File: config.mk
export PLATFORM = sky130hd
export DESIGN_NAME = isab_top
export DESIGN_NICKNAME = d
export VERILOG_FILES = /design/src/logic/isab_pkg.sv /design/src/logic/isab_sync.sv /design/src/logic/isab_top.sv
export SDC_FILE = /design/constraint.sdc
export NUM_CORES = 1
export LEC_CHECK = 0
export ABC_CLOCK_PERIOD_IN_PS = 3330
export BUFFER_PORTS_ARGS = -buffer_cell sky130_fd_sc_hd__buf_2
export CAP_MARGIN = 20
export CORE_MARGIN = 2
export CORE_UTILIZATION = 45
export DETAILED_ROUTE_END_ITERATION = 12
export PLACE_DENSITY = 0.7
export SYNTH_ARGS = -nofsm -noshare
export SYNTH_HDL_FRONTEND = slang
export SYNTH_HIERARCHICAL = 1
export SYNTH_SLANG_ARGS = --single-unit
File: constraint.sdc
create_clock -name clk -period 3.33 [get_ports clk]
set_input_delay 0.333 -clock clk [delete_from_list [all_inputs] [get_ports clk]]
set_output_delay 0.333 -clock clk [all_outputs]
set_load 0.05 [all_outputs]
File: src/logic/isab_pkg.sv
/*
 Package for the ISA bus cycle interface: timing counts, cycle kinds,
 and the packed request and status carriers.
 Assumes a 200 MHz core clock.
*/
`default_nettype none
package isab_pkg;
   localparam int CLK_MHZ = 200;
   // ------------------------------------------------------------
   // Timing
   // ------------------------------------------------------------
   localparam int BCLK_NS = 120;
   localparam int BCLK_HALF_CYC = BCLK_NS / 2 * CLK_MHZ / 1000;
   localparam int OSC_MHZ = 14;
   localparam int TIMER_DIV = 12;
   localparam int ALE_NS = 60;
   localparam int ALE_CYC = (ALE_NS * CLK_MHZ + 999) / 1000;
   localparam int READY_NS = 480;
   localparam int READY_CYC = (READY_NS * CLK_MHZ + 999) / 1000;
   localparam int CNT_W = 8;
   localparam logic [23:0] LOW_MEG_LIMIT = 24'h100000;
   localparam logic [2:0] ST_RESET = 3'h0;
   // ------------------------------------------------------------
   // Types
   // ------------------------------------------------------------
   typedef enum logic [1:0] {
      KIND_MEM_RD = 2'b00,
      KIND_MEM_WR = 2'b01,
      KIND_IO_RD = 2'b10,
      KIND_IO_WR = 2'b11
   } isab_kind_t;
   typedef struct packed {
      logic dma;
      isab_kind_t kind;
      logic [23:0] addr;
      logic wide;
      logic hi_lane;
      logic [15:0] wdata;
   } isab_req_t;
   typedef struct packed {
      logic done;
      logic width16;
      logic err;
      logic [15:0] rdata;
   } isab_rsp_t;
endpackage
`default_nettype wire

File: src/logic/isab_sync.sv
/*
 Two-stage synchroniser for a group of pin inputs.
 Assumes inputs asynchronous to clk.
*/
`timescale 1ns/100ps
`default_nettype none
module isab_sync #(
   parameter int W = 1
) (
   input wire logic clk,
   input wire logic rst_b,
   input wire logic [W-1:0] d,
   input wire logic [W-1:0] rst_val,
   output logic [W-1:0] q
);
   logic [W-1:0] meta;
   genvar i;
   generate
      for (i = 0; i < W; i++) begin : g_bit
         always_ff @(posedge clk or negedge rst_b) begin
            if (!rst_b) begin
               meta[i] <= 1'b1;
               q[i] <= 1'b1;
            end else begin
               meta[i] <= d[i];
               q[i] <= meta[i];
            end
         end
      end
   endgenerate
endmodule
`default_nettype wire

File: src/logic/isab_top.sv
/*
 ISA bus cycle engine: runs PCI-master and DMA cycles on the ISA pins,
 watches ISA-master strobes, derives bus and timer clocks.
 Assumes active-low ISA pins idle high (pulled up off chip) and one
 request held until done.
*/
// How it works
// RULE1: Memory read and write strobes are driven in PCI and DMA cycles and sensed for ISA masters.
// RULE2: I/O read and write strobes are driven in PCI and DMA cycles and sensed for ISA masters.
// RULE3: The bus owner drives upper address bits 23 to 17 for a 16M space.
// RULE4: Low address bits 16 to 0 carry memory addresses, 15 to 0 carry I/O addresses.
// RULE5: A zero-wait-state assertion ends the cycle before the ready count runs out.
// RULE6: Byte-high enable is asserted whenever the upper data lanes carry data.
// RULE7: A memory slave asserts the 16-bit memory select, else the cycle is 8-bit.
// RULE8: An I/O slave asserts the 16-bit I/O select to size the cycle to 16 bits.
// RULE9: A channel check assertion is reported as a bus error.
// RULE10: Refresh is only pulled low open-drain, and others may pull it too.
// RULE11: The low-memory strobes fire only for memory addresses below 1M.
// RULE12: The timer clock comes from the 14 MHz oscillator and the bus clock is driven out.
// RULE13: The master input is sampled and the strobes then turn to inputs.
// RULE14: A slave holding channel ready low stretches the cycle until it returns.
// RULE15: Address enable is asserted throughout DMA cycles.
// RULE16: Address latch enable pulses when a valid address is on the bus.
// RULE17: Address, byte-high and strobe drivers are released while an ISA master owns the bus; address and byte-high stay on until a running cycle ends.
`timescale 1ns/100ps
`default_nettype none
module isab_top (
   input wire logic clk,
   input wire logic rst_b,
   input wire logic req_valid,
   input wire isab_pkg::isab_req_t req,
   output isab_pkg::isab_rsp_t rsp,
   output logic isa_master_active,
   output logic refresh_seen,
   input wire logic refresh_req,
   input wire logic osc,
   output logic timer_tick,
   output logic bclk,
   output logic [6:0] la_o,
   output logic la_oe,
   input wire logic [6:0] la_i,
   output logic [16:0] sa_o,
   output logic sa_oe,
   input wire logic [16:0] sa_i,
   output logic [15:0] sd_o,
   output logic sd_oe,
   input wire logic [15:0] sd_i,
   output logic memr_b_o,
   output logic memw_b_o,
   output logic ior_b_o,
   output logic iow_b_o,
   output logic strobe_oe,
   input wire logic memr_b_i,
   input wire logic memw_b_i,
   input wire logic ior_b_i,
   input wire logic iow_b_i,
   output logic smemr_b,
   output logic smemw_b,
   output logic sbhe_b_o,
   output logic sbhe_oe,
   input wire logic sbhe_b_i,
   input wire logic m16_b,
   input wire logic io16_b,
   input wire logic zws_b,
   input wire logic iochrdy,
   input wire logic iochk_b,
   input wire logic master_b,
   output logic refresh_b_oe,
   input wire logic refresh_b_i,
   output logic bale,
   output logic aen
);
   // ------------------------------------------------------------
   // Pin synchronisers
   // ------------------------------------------------------------
   logic [8:0] raw_in;
   logic [8:0] sync_in;
   logic s_m16_b, s_io16_b, s_zws_b, s_rdy, s_chk_b, s_master_b, s_ref_b, s_osc, s_spare;
   assign raw_in = {m16_b, io16_b, zws_b, iochrdy, iochk_b, master_b, refresh_b_i, osc,
                    memr_b_i & memw_b_i & ior_b_i & iow_b_i};
   isab_sync #(.W(9)) u_sync (
      .clk(clk),
      .rst_b(rst_b),
      .d(raw_in),
      .rst_val(9'h1ff),
      .q(sync_in)
   );
   assign {s_m16_b, s_io16_b, s_zws_b, s_rdy, s_chk_b, s_master_b, s_ref_b, s_osc,
           s_spare} = sync_in;
   logic [15:0] sd_sync;
   isab_sync #(.W(16)) u_sync_sd (.clk(clk), .rst_b(rst_b), .d(sd_i), .rst_val(16'hffff),
      .q(sd_sync));

   // ------------------------------------------------------------
   // Clocks
   // ------------------------------------------------------------
   logic [isab_pkg::CNT_W-1:0] bclk_cnt;
   logic osc_d;
   logic [3:0] osc_cnt;
   always_ff @(posedge clk or negedge rst_b) begin
      if (!rst_b) begin
         bclk_cnt <= '0;
         bclk <= 1'b0;
      end else if (bclk_cnt == isab_pkg::CNT_W'(isab_pkg::BCLK_HALF_CYC - 1)) begin
         bclk_cnt <= '0;
         bclk <= ~bclk; // RULE12
      end else begin
         bclk_cnt <= bclk_cnt + 1'b1;
      end
   end
   always_ff @(posedge clk or negedge rst_b) begin
      if (!rst_b) begin
         osc_d <= 1'b1;
         osc_cnt <= '0;
         timer_tick <= 1'b0;
      end else begin
         osc_d <= s_osc;
         timer_tick <= 1'b0;
         if (s_osc && !osc_d) begin
            if (osc_cnt == 4'(isab_pkg::TIMER_DIV - 1)) begin
               osc_cnt <= '0;
               timer_tick <= 1'b1; // RULE12
            end else begin
               osc_cnt <= osc_cnt + 1'b1;
            end
         end
      end
   end

   // ------------------------------------------------------------
   // Cycle engine
   // ------------------------------------------------------------
   typedef enum logic [2:0] {
      ST_IDLE = 3'b000,
      ST_ALE = 3'b001,
      ST_CMD = 3'b010,
      ST_WAIT = 3'b011,
      ST_DONE = 3'b100,
      ST_EXT = 3'b101
   } isab_state_t;
   isab_state_t state;
   isab_pkg::isab_req_t cur;
   logic [isab_pkg::CNT_W-1:0] cnt;
   logic is_mem, is_wr, low_meg, ext_owner;
   assign is_mem = (cur.kind == isab_pkg::KIND_MEM_RD) || (cur.kind == isab_pkg::KIND_MEM_WR);
   assign is_wr = (cur.kind == isab_pkg::KIND_MEM_WR) || (cur.kind == isab_pkg::KIND_IO_WR);
   assign low_meg = cur.addr < isab_pkg::LOW_MEG_LIMIT;
   assign ext_owner = !s_master_b;

   always_ff @(posedge clk or negedge rst_b) begin
      if (!rst_b) begin
         state <= ST_IDLE;
         cur <= '0;
         cnt <= '0;
         rsp <= '0;
      end else begin
         rsp.done <= 1'b0;
         unique case (state)
            ST_IDLE: begin
               if (ext_owner) begin
                  state <= ST_EXT; // RULE13
               end else if (req_valid) begin
                  cur <= req;
                  cnt <= '0;
                  state <= ST_ALE;
               end
            end
            ST_ALE: begin
               cnt <= cnt + 1'b1;
               if (cnt == isab_pkg::CNT_W'(isab_pkg::ALE_CYC - 1)) begin
                  cnt <= '0;
                  state <= ST_CMD;
               end
            end
            ST_CMD: begin
               rsp.width16 <= is_mem ? !s_m16_b : !s_io16_b; // RULE7 RULE8
               cnt <= cnt + 1'b1;
               state <= ST_WAIT;
            end
            ST_WAIT: begin
               cnt <= (cnt == '1) ? cnt : cnt + 1'b1;
               if (!s_zws_b && s_rdy) begin
                  state <= ST_DONE; // RULE5
               end else if (cnt >= isab_pkg::CNT_W'(isab_pkg::READY_CYC - 1) && s_rdy) begin
                  state <= ST_DONE; // RULE14
               end
            end
            ST_DONE: begin
               rsp.done <= 1'b1;
               rsp.rdata <= sd_sync;
               rsp.err <= !s_chk_b; // RULE9
               state <= ST_IDLE;
            end
            ST_EXT: begin
               if (!ext_owner) begin
                  state <= ST_IDLE;
               end
            end
            default: state <= ST_IDLE;
         endcase
      end
   end

   // ------------------------------------------------------------
   // Pin drive
   // ------------------------------------------------------------
   logic busy, strobe;
   assign busy = (state != ST_IDLE) && (state != ST_EXT);
   assign strobe = (state == ST_CMD) || (state == ST_WAIT);
   always_ff @(posedge clk or negedge rst_b) begin
      if (!rst_b) begin
         la_o <= '0;
         sa_o <= '0;
         sd_o <= '0;
         la_oe <= 1'b0;
         sa_oe <= 1'b0;
         sd_oe <= 1'b0;
         sbhe_oe <= 1'b0;
         strobe_oe <= 1'b0;
         sbhe_b_o <= 1'b1;
         memr_b_o <= 1'b1;
         memw_b_o <= 1'b1;
         ior_b_o <= 1'b1;
         iow_b_o <= 1'b1;
         smemr_b <= 1'b1;
         smemw_b <= 1'b1;
         bale <= 1'b0;
         aen <= 1'b0;
      end else begin
         la_o <= is_mem ? cur.addr[23:17] : 7'h00; // RULE3
         sa_o <= is_mem ? cur.addr[16:0] : {1'b0, cur.addr[15:0]}; // RULE4
         sd_o <= cur.wdata;
         la_oe <= busy; // RULE17
         sa_oe <= busy;
         sbhe_oe <= busy;
         strobe_oe <= busy && !ext_owner; // RULE1 RULE2 RULE13
         sd_oe <= busy && is_wr;
         sbhe_b_o <= !(busy && cur.hi_lane); // RULE6
         memr_b_o <= !(strobe && cur.kind == isab_pkg::KIND_MEM_RD); // RULE1
         memw_b_o <= !(strobe && cur.kind == isab_pkg::KIND_MEM_WR);
         ior_b_o <= !(strobe && cur.kind == isab_pkg::KIND_IO_RD); // RULE2
         iow_b_o <= !(strobe && cur.kind == isab_pkg::KIND_IO_WR);
         smemr_b <= !(strobe && cur.kind == isab_pkg::KIND_MEM_RD && low_meg); // RULE11
         smemw_b <= !(strobe && cur.kind == isab_pkg::KIND_MEM_WR && low_meg);
         bale <= (state == ST_ALE); // RULE16
         aen <= busy && cur.dma; // RULE15
      end
   end
   always_ff @(posedge clk or negedge rst_b) begin
      if (!rst_b) begin
         refresh_b_oe <= 1'b0;
         refresh_seen <= 1'b0;
         isa_master_active <= 1'b0;
      end else begin
         refresh_b_oe <= refresh_req; // RULE10
         refresh_seen <= !s_ref_b;
         isa_master_active <= ext_owner; // RULE13
      end
   end

   // ------------------------------------------------------------
   // Checks
   // ------------------------------------------------------------
   logic [isab_pkg::CNT_W-1:0] bale_run;
   always_ff @(posedge clk or negedge rst_b) begin
      if (!rst_b) begin
         bale_run <= '0;
      end else begin
         bale_run <= bale ? bale_run + 1'b1 : '0;
      end
   end
endmodule
`default_nettype wire

==> impl_table.tex <==
\begin{tabular}{lr}
\hline
Metric & Value \\
\hline
\multicolumn{2}{l}{\textbf{Outcome}} \\
\quad Outcome & complete, but fails checks \\
\quad Violated checks & negative hold slack \\
\multicolumn{2}{l}{\textbf{Drt}} \\
\quad Number of detailed-routing iterations run before antenna repair & 4 \\
\quad Count of vias placed by the detailed router & 3,868 \\
\quad Drt initial violations & 226 \\
\quad Routed wire length & 11.6 mm \\
\quad DRC & 0 \\
\quad Routed len/inst & 14.4 µm \\
\quad Mean number of vias per cell & 4.80 \\
\quad Antenna Nets Post-Route & 0 \\
\multicolumn{2}{l}{\textbf{GRT}} \\
\quad Global-route congestion overflow total & 0 \\
\quad Number of antenna violations at the first check in global routing & 0 \\
\quad Global-route wire length before repair & 19.9 mm \\
\quad GRT Total Usage & 16.1\% \\
\quad Number of global-route vias before repair & 4,129 \\
\quad Pin count of the biggest net entering global routing & 100 \\
\multicolumn{2}{l}{\textbf{Critical path}} \\
\quad Capturing element type of the critical path & flop \\
\quad Length in cells of the worst reg-to-reg path & 4 \\
\quad CP top delay family & flip-flops \\
\quad Highest net fanout along the worst path & 44 \\
\quad Cell at the slowest stage of the critical path & dfstp\_2 \\
\quad WP buf/inv & 1 \\
\quad Data arrival, critical path & 2.27 ns \\
\quad CP Class & flop to flop \\
\quad Crit Reg-Reg Endpoint & cur[1] \\
\quad Reg-to-reg setup timing slack & 1.37 ns \\
\quad Max stage delay on crit path & 0.58 ns \\
\quad WP data required & 3.64 ns \\
\quad Cell-by-cell listing of the critical path & nand2\_1 -> nor4\_4 -> buf\_4 -> mux2\_2 \\
\quad FF-to-FF Start & u\_sync/q[3] \\
\quad Setup crit start kind & flop \\
\multicolumn{2}{l}{\textbf{Synth}} \\
\quad Netlist area before placement & 0.00650 mm² \\
\quad Ys Warns & 6 \\
\quad Synthesized area per cell & 15.2 µm² \\
\quad Instance count of the mapped netlist & 428 \\
\quad Syn\_nets & 533 \\
\multicolumn{2}{l}{\textbf{STA}} \\
\quad Clk\_skew & 0.00611 ns \\
\quad RSZ-0062 raised after global routing & no \\
\quad Slew Limit Fails & 0 \\
\quad Relative slew slack & 45.5\% \\
\quad Peak Freq & 511 MHz \\
\quad Final worst hold slack & -0.0414 ns \\
\quad Final setup violation count & 0 \\
\quad Fin Setup TNS & 0 ns \\
\quad Final number of hold-violating endpoints & 31 \\
\quad Min setup slack post-route & 1.37 ns \\
\quad Final worst-path cycle share & 58.8\% \\
\quad Minimum clock period after layout & 1.96 ns \\
\quad Transition time at the pin with the least slew margin & 0.810 ns \\
\multicolumn{2}{l}{\textbf{Finish}} \\
\quad Final Net Count & 717 \\
\quad Area growth from synthesis to final layout & 26.9\% \\
\quad Share of the core filled with cells in the final layout & 59.0\% \\
\quad Share of post-route cells with drive strength above 1 & 43.0\% \\
\quad Fill count & 1,110 \\
\quad N\_diodes & 0 \\
\multicolumn{2}{l}{\textbf{Worst hold path}} \\
\quad Class of the tightest hold or removal check & primary input to async pin \\
\multicolumn{2}{l}{\textbf{Die}} \\
\quad Initial Utilization & 46.5\% \\
\quad Full die area & 0.0154 mm² \\
\quad Boundary pin count & 180 \\
\quad DIE HEIGHT & 124 µm \\
\quad Core area & 0.0140 mm² \\
\quad Die X-Extent & 124 µm \\
\quad Std-Cell Rows & 43 \\
\multicolumn{2}{l}{\textbf{Clock tree}} \\
\quad CTS tree & done \\
\quad Clock slew at the register clock pins of the worst setup and hold paths & 0.07 ns \\
\quad Buffer depth of the longest clock path & 2 \\
\quad Clock Latency Late Sink & 0.42 ns \\
\quad Total CTS buffers & 17 \\
\quad Cell at the root of the clock tree & clkbuf\_16 \\
\quad Sink Count & 192 \\
\quad Number of setup buffers added after CTS & 0 \\
\quad Number of H-tree levels & 4 \\
\multicolumn{2}{l}{\textbf{Place}} \\
\quad Worst slack after detailed placement & 1.35 ns \\
\quad Weighted congestion reported at the end of routability-driven placement & 0.782 \\
\quad Port buffer count & 149 \\
\quad Detailed placement HPWL & 7.69 mm \\
\multicolumn{2}{l}{\textbf{Power}} \\
\quad Maximum resistive drop on vdd & 0.524 mV \\
\quad Static Leak & 3.95 nW \\
\quad PD cells & 982 mW/mm² \\
\multicolumn{2}{l}{\textbf{Flow run}} \\
\quad Max-capacitance violation count & 0 \\
\hline
\end{tabular}
-- worst max path at each step --
stage / from / to / cells after the start
after floorplan: cnt[0] / cnt[4] / 4
after global placement: state[1] / rsp[11] / 6
after detailed placement: state[1] / rsp[10] / 6
final: u_sync/q[3] / cur[1] / 4
after CTS: state[1] / rsp[10] / 6
after global routing: state[1] / rsp[11] / 6
-- area by class of cell --
cell class              instances  area, µm²  share of cell area, %
clock buffers                  22        484                   5.87
inverters                       7       26.3                  0.318
flip-flops and latches        192       4870                   59.1
multi-input cells             217       1500                   18.2
well taps                     180        225                   2.73
clock inverters                10        100                   1.21
repair buffers                177       1040                   12.6
-- power by group --
part | switching (mW) | total (mW) | internal [mW]
Combinational | 1.94 | 2.65 | 0.718
Clock | 0.844 | 1.96 | 1.12
Sequential | 0.396 | 3.48 | 3.09
Total | 3.18 | 8.10 | 4.93
-- metal layers --
metal / wire [µm] / track usage, % / vias up
li1: - / - / 1793
met1: 4900 / 20.5 / 1949
met2: 5860 / 25.7 / 104
met3: 612 / 5.34 / 22
met4: 235 / 6.48 / 0
met5: 0 / 0 / -
-- stage by stage --
step / area, µm² / instances / total power [mW] / hold WS, ns
3_3_place_gp: 7430 / 749 / 6.07 / 0.346
4_1_cts: 8230 / 803 / 8.19 / 0.000493
3_5_place_dp: 7430 / 749 / 6.18 / 0.347
5_1_grt: 8250 / 805 / 8.54 / 0.00215
2_1_floorplan: 6500 / 428 / 5.48 / 0.0374
6_report: 8250 / 805 / 8.10 / -0.0414
-- sequential cells by signal, summed over array words and instances, names as in the netlist, 3 cells and up --
register / flops
cur: 44
u_sync_sd/meta: 16
cnt: 8
u_sync_sd/q: 16
bclk_cnt: 8
state: 3
osc_cnt: 4
sd_o: 16
rsp: 19
la_o: 7
u_sync/q: 8
sa_o: 17
u_sync/meta: 8
-- what timing repair did --
item | CTS | global route
endpoints found under the setup margin | 0 | 0
hold buffers | 22 | 2
resized for setup | 0 | 0
hold endpoints to repair | 22 | 2
-- layout by cell type (no fill, tap or decap), drive strengths merged, types with 2 or more instances in the layout --
cell type    count
nor4             4
nor2b           12
dfstp           56
a31oi            2
xor2             4
and2             4
nor3             3
a22o             4
a211oi           2
nand3b           2
mux2            47
nor2            17
a221o            2
o21ai           11
a21o             3
nand3            9
clkinv           6
clkbuf          23
inv              9
xnor2            6
dlygate4sd3     24
nand2b           3
nand2           65
a21oi            3
ha               3
dfrtp          136
buf            152
(Power assumes the default switching activity.)
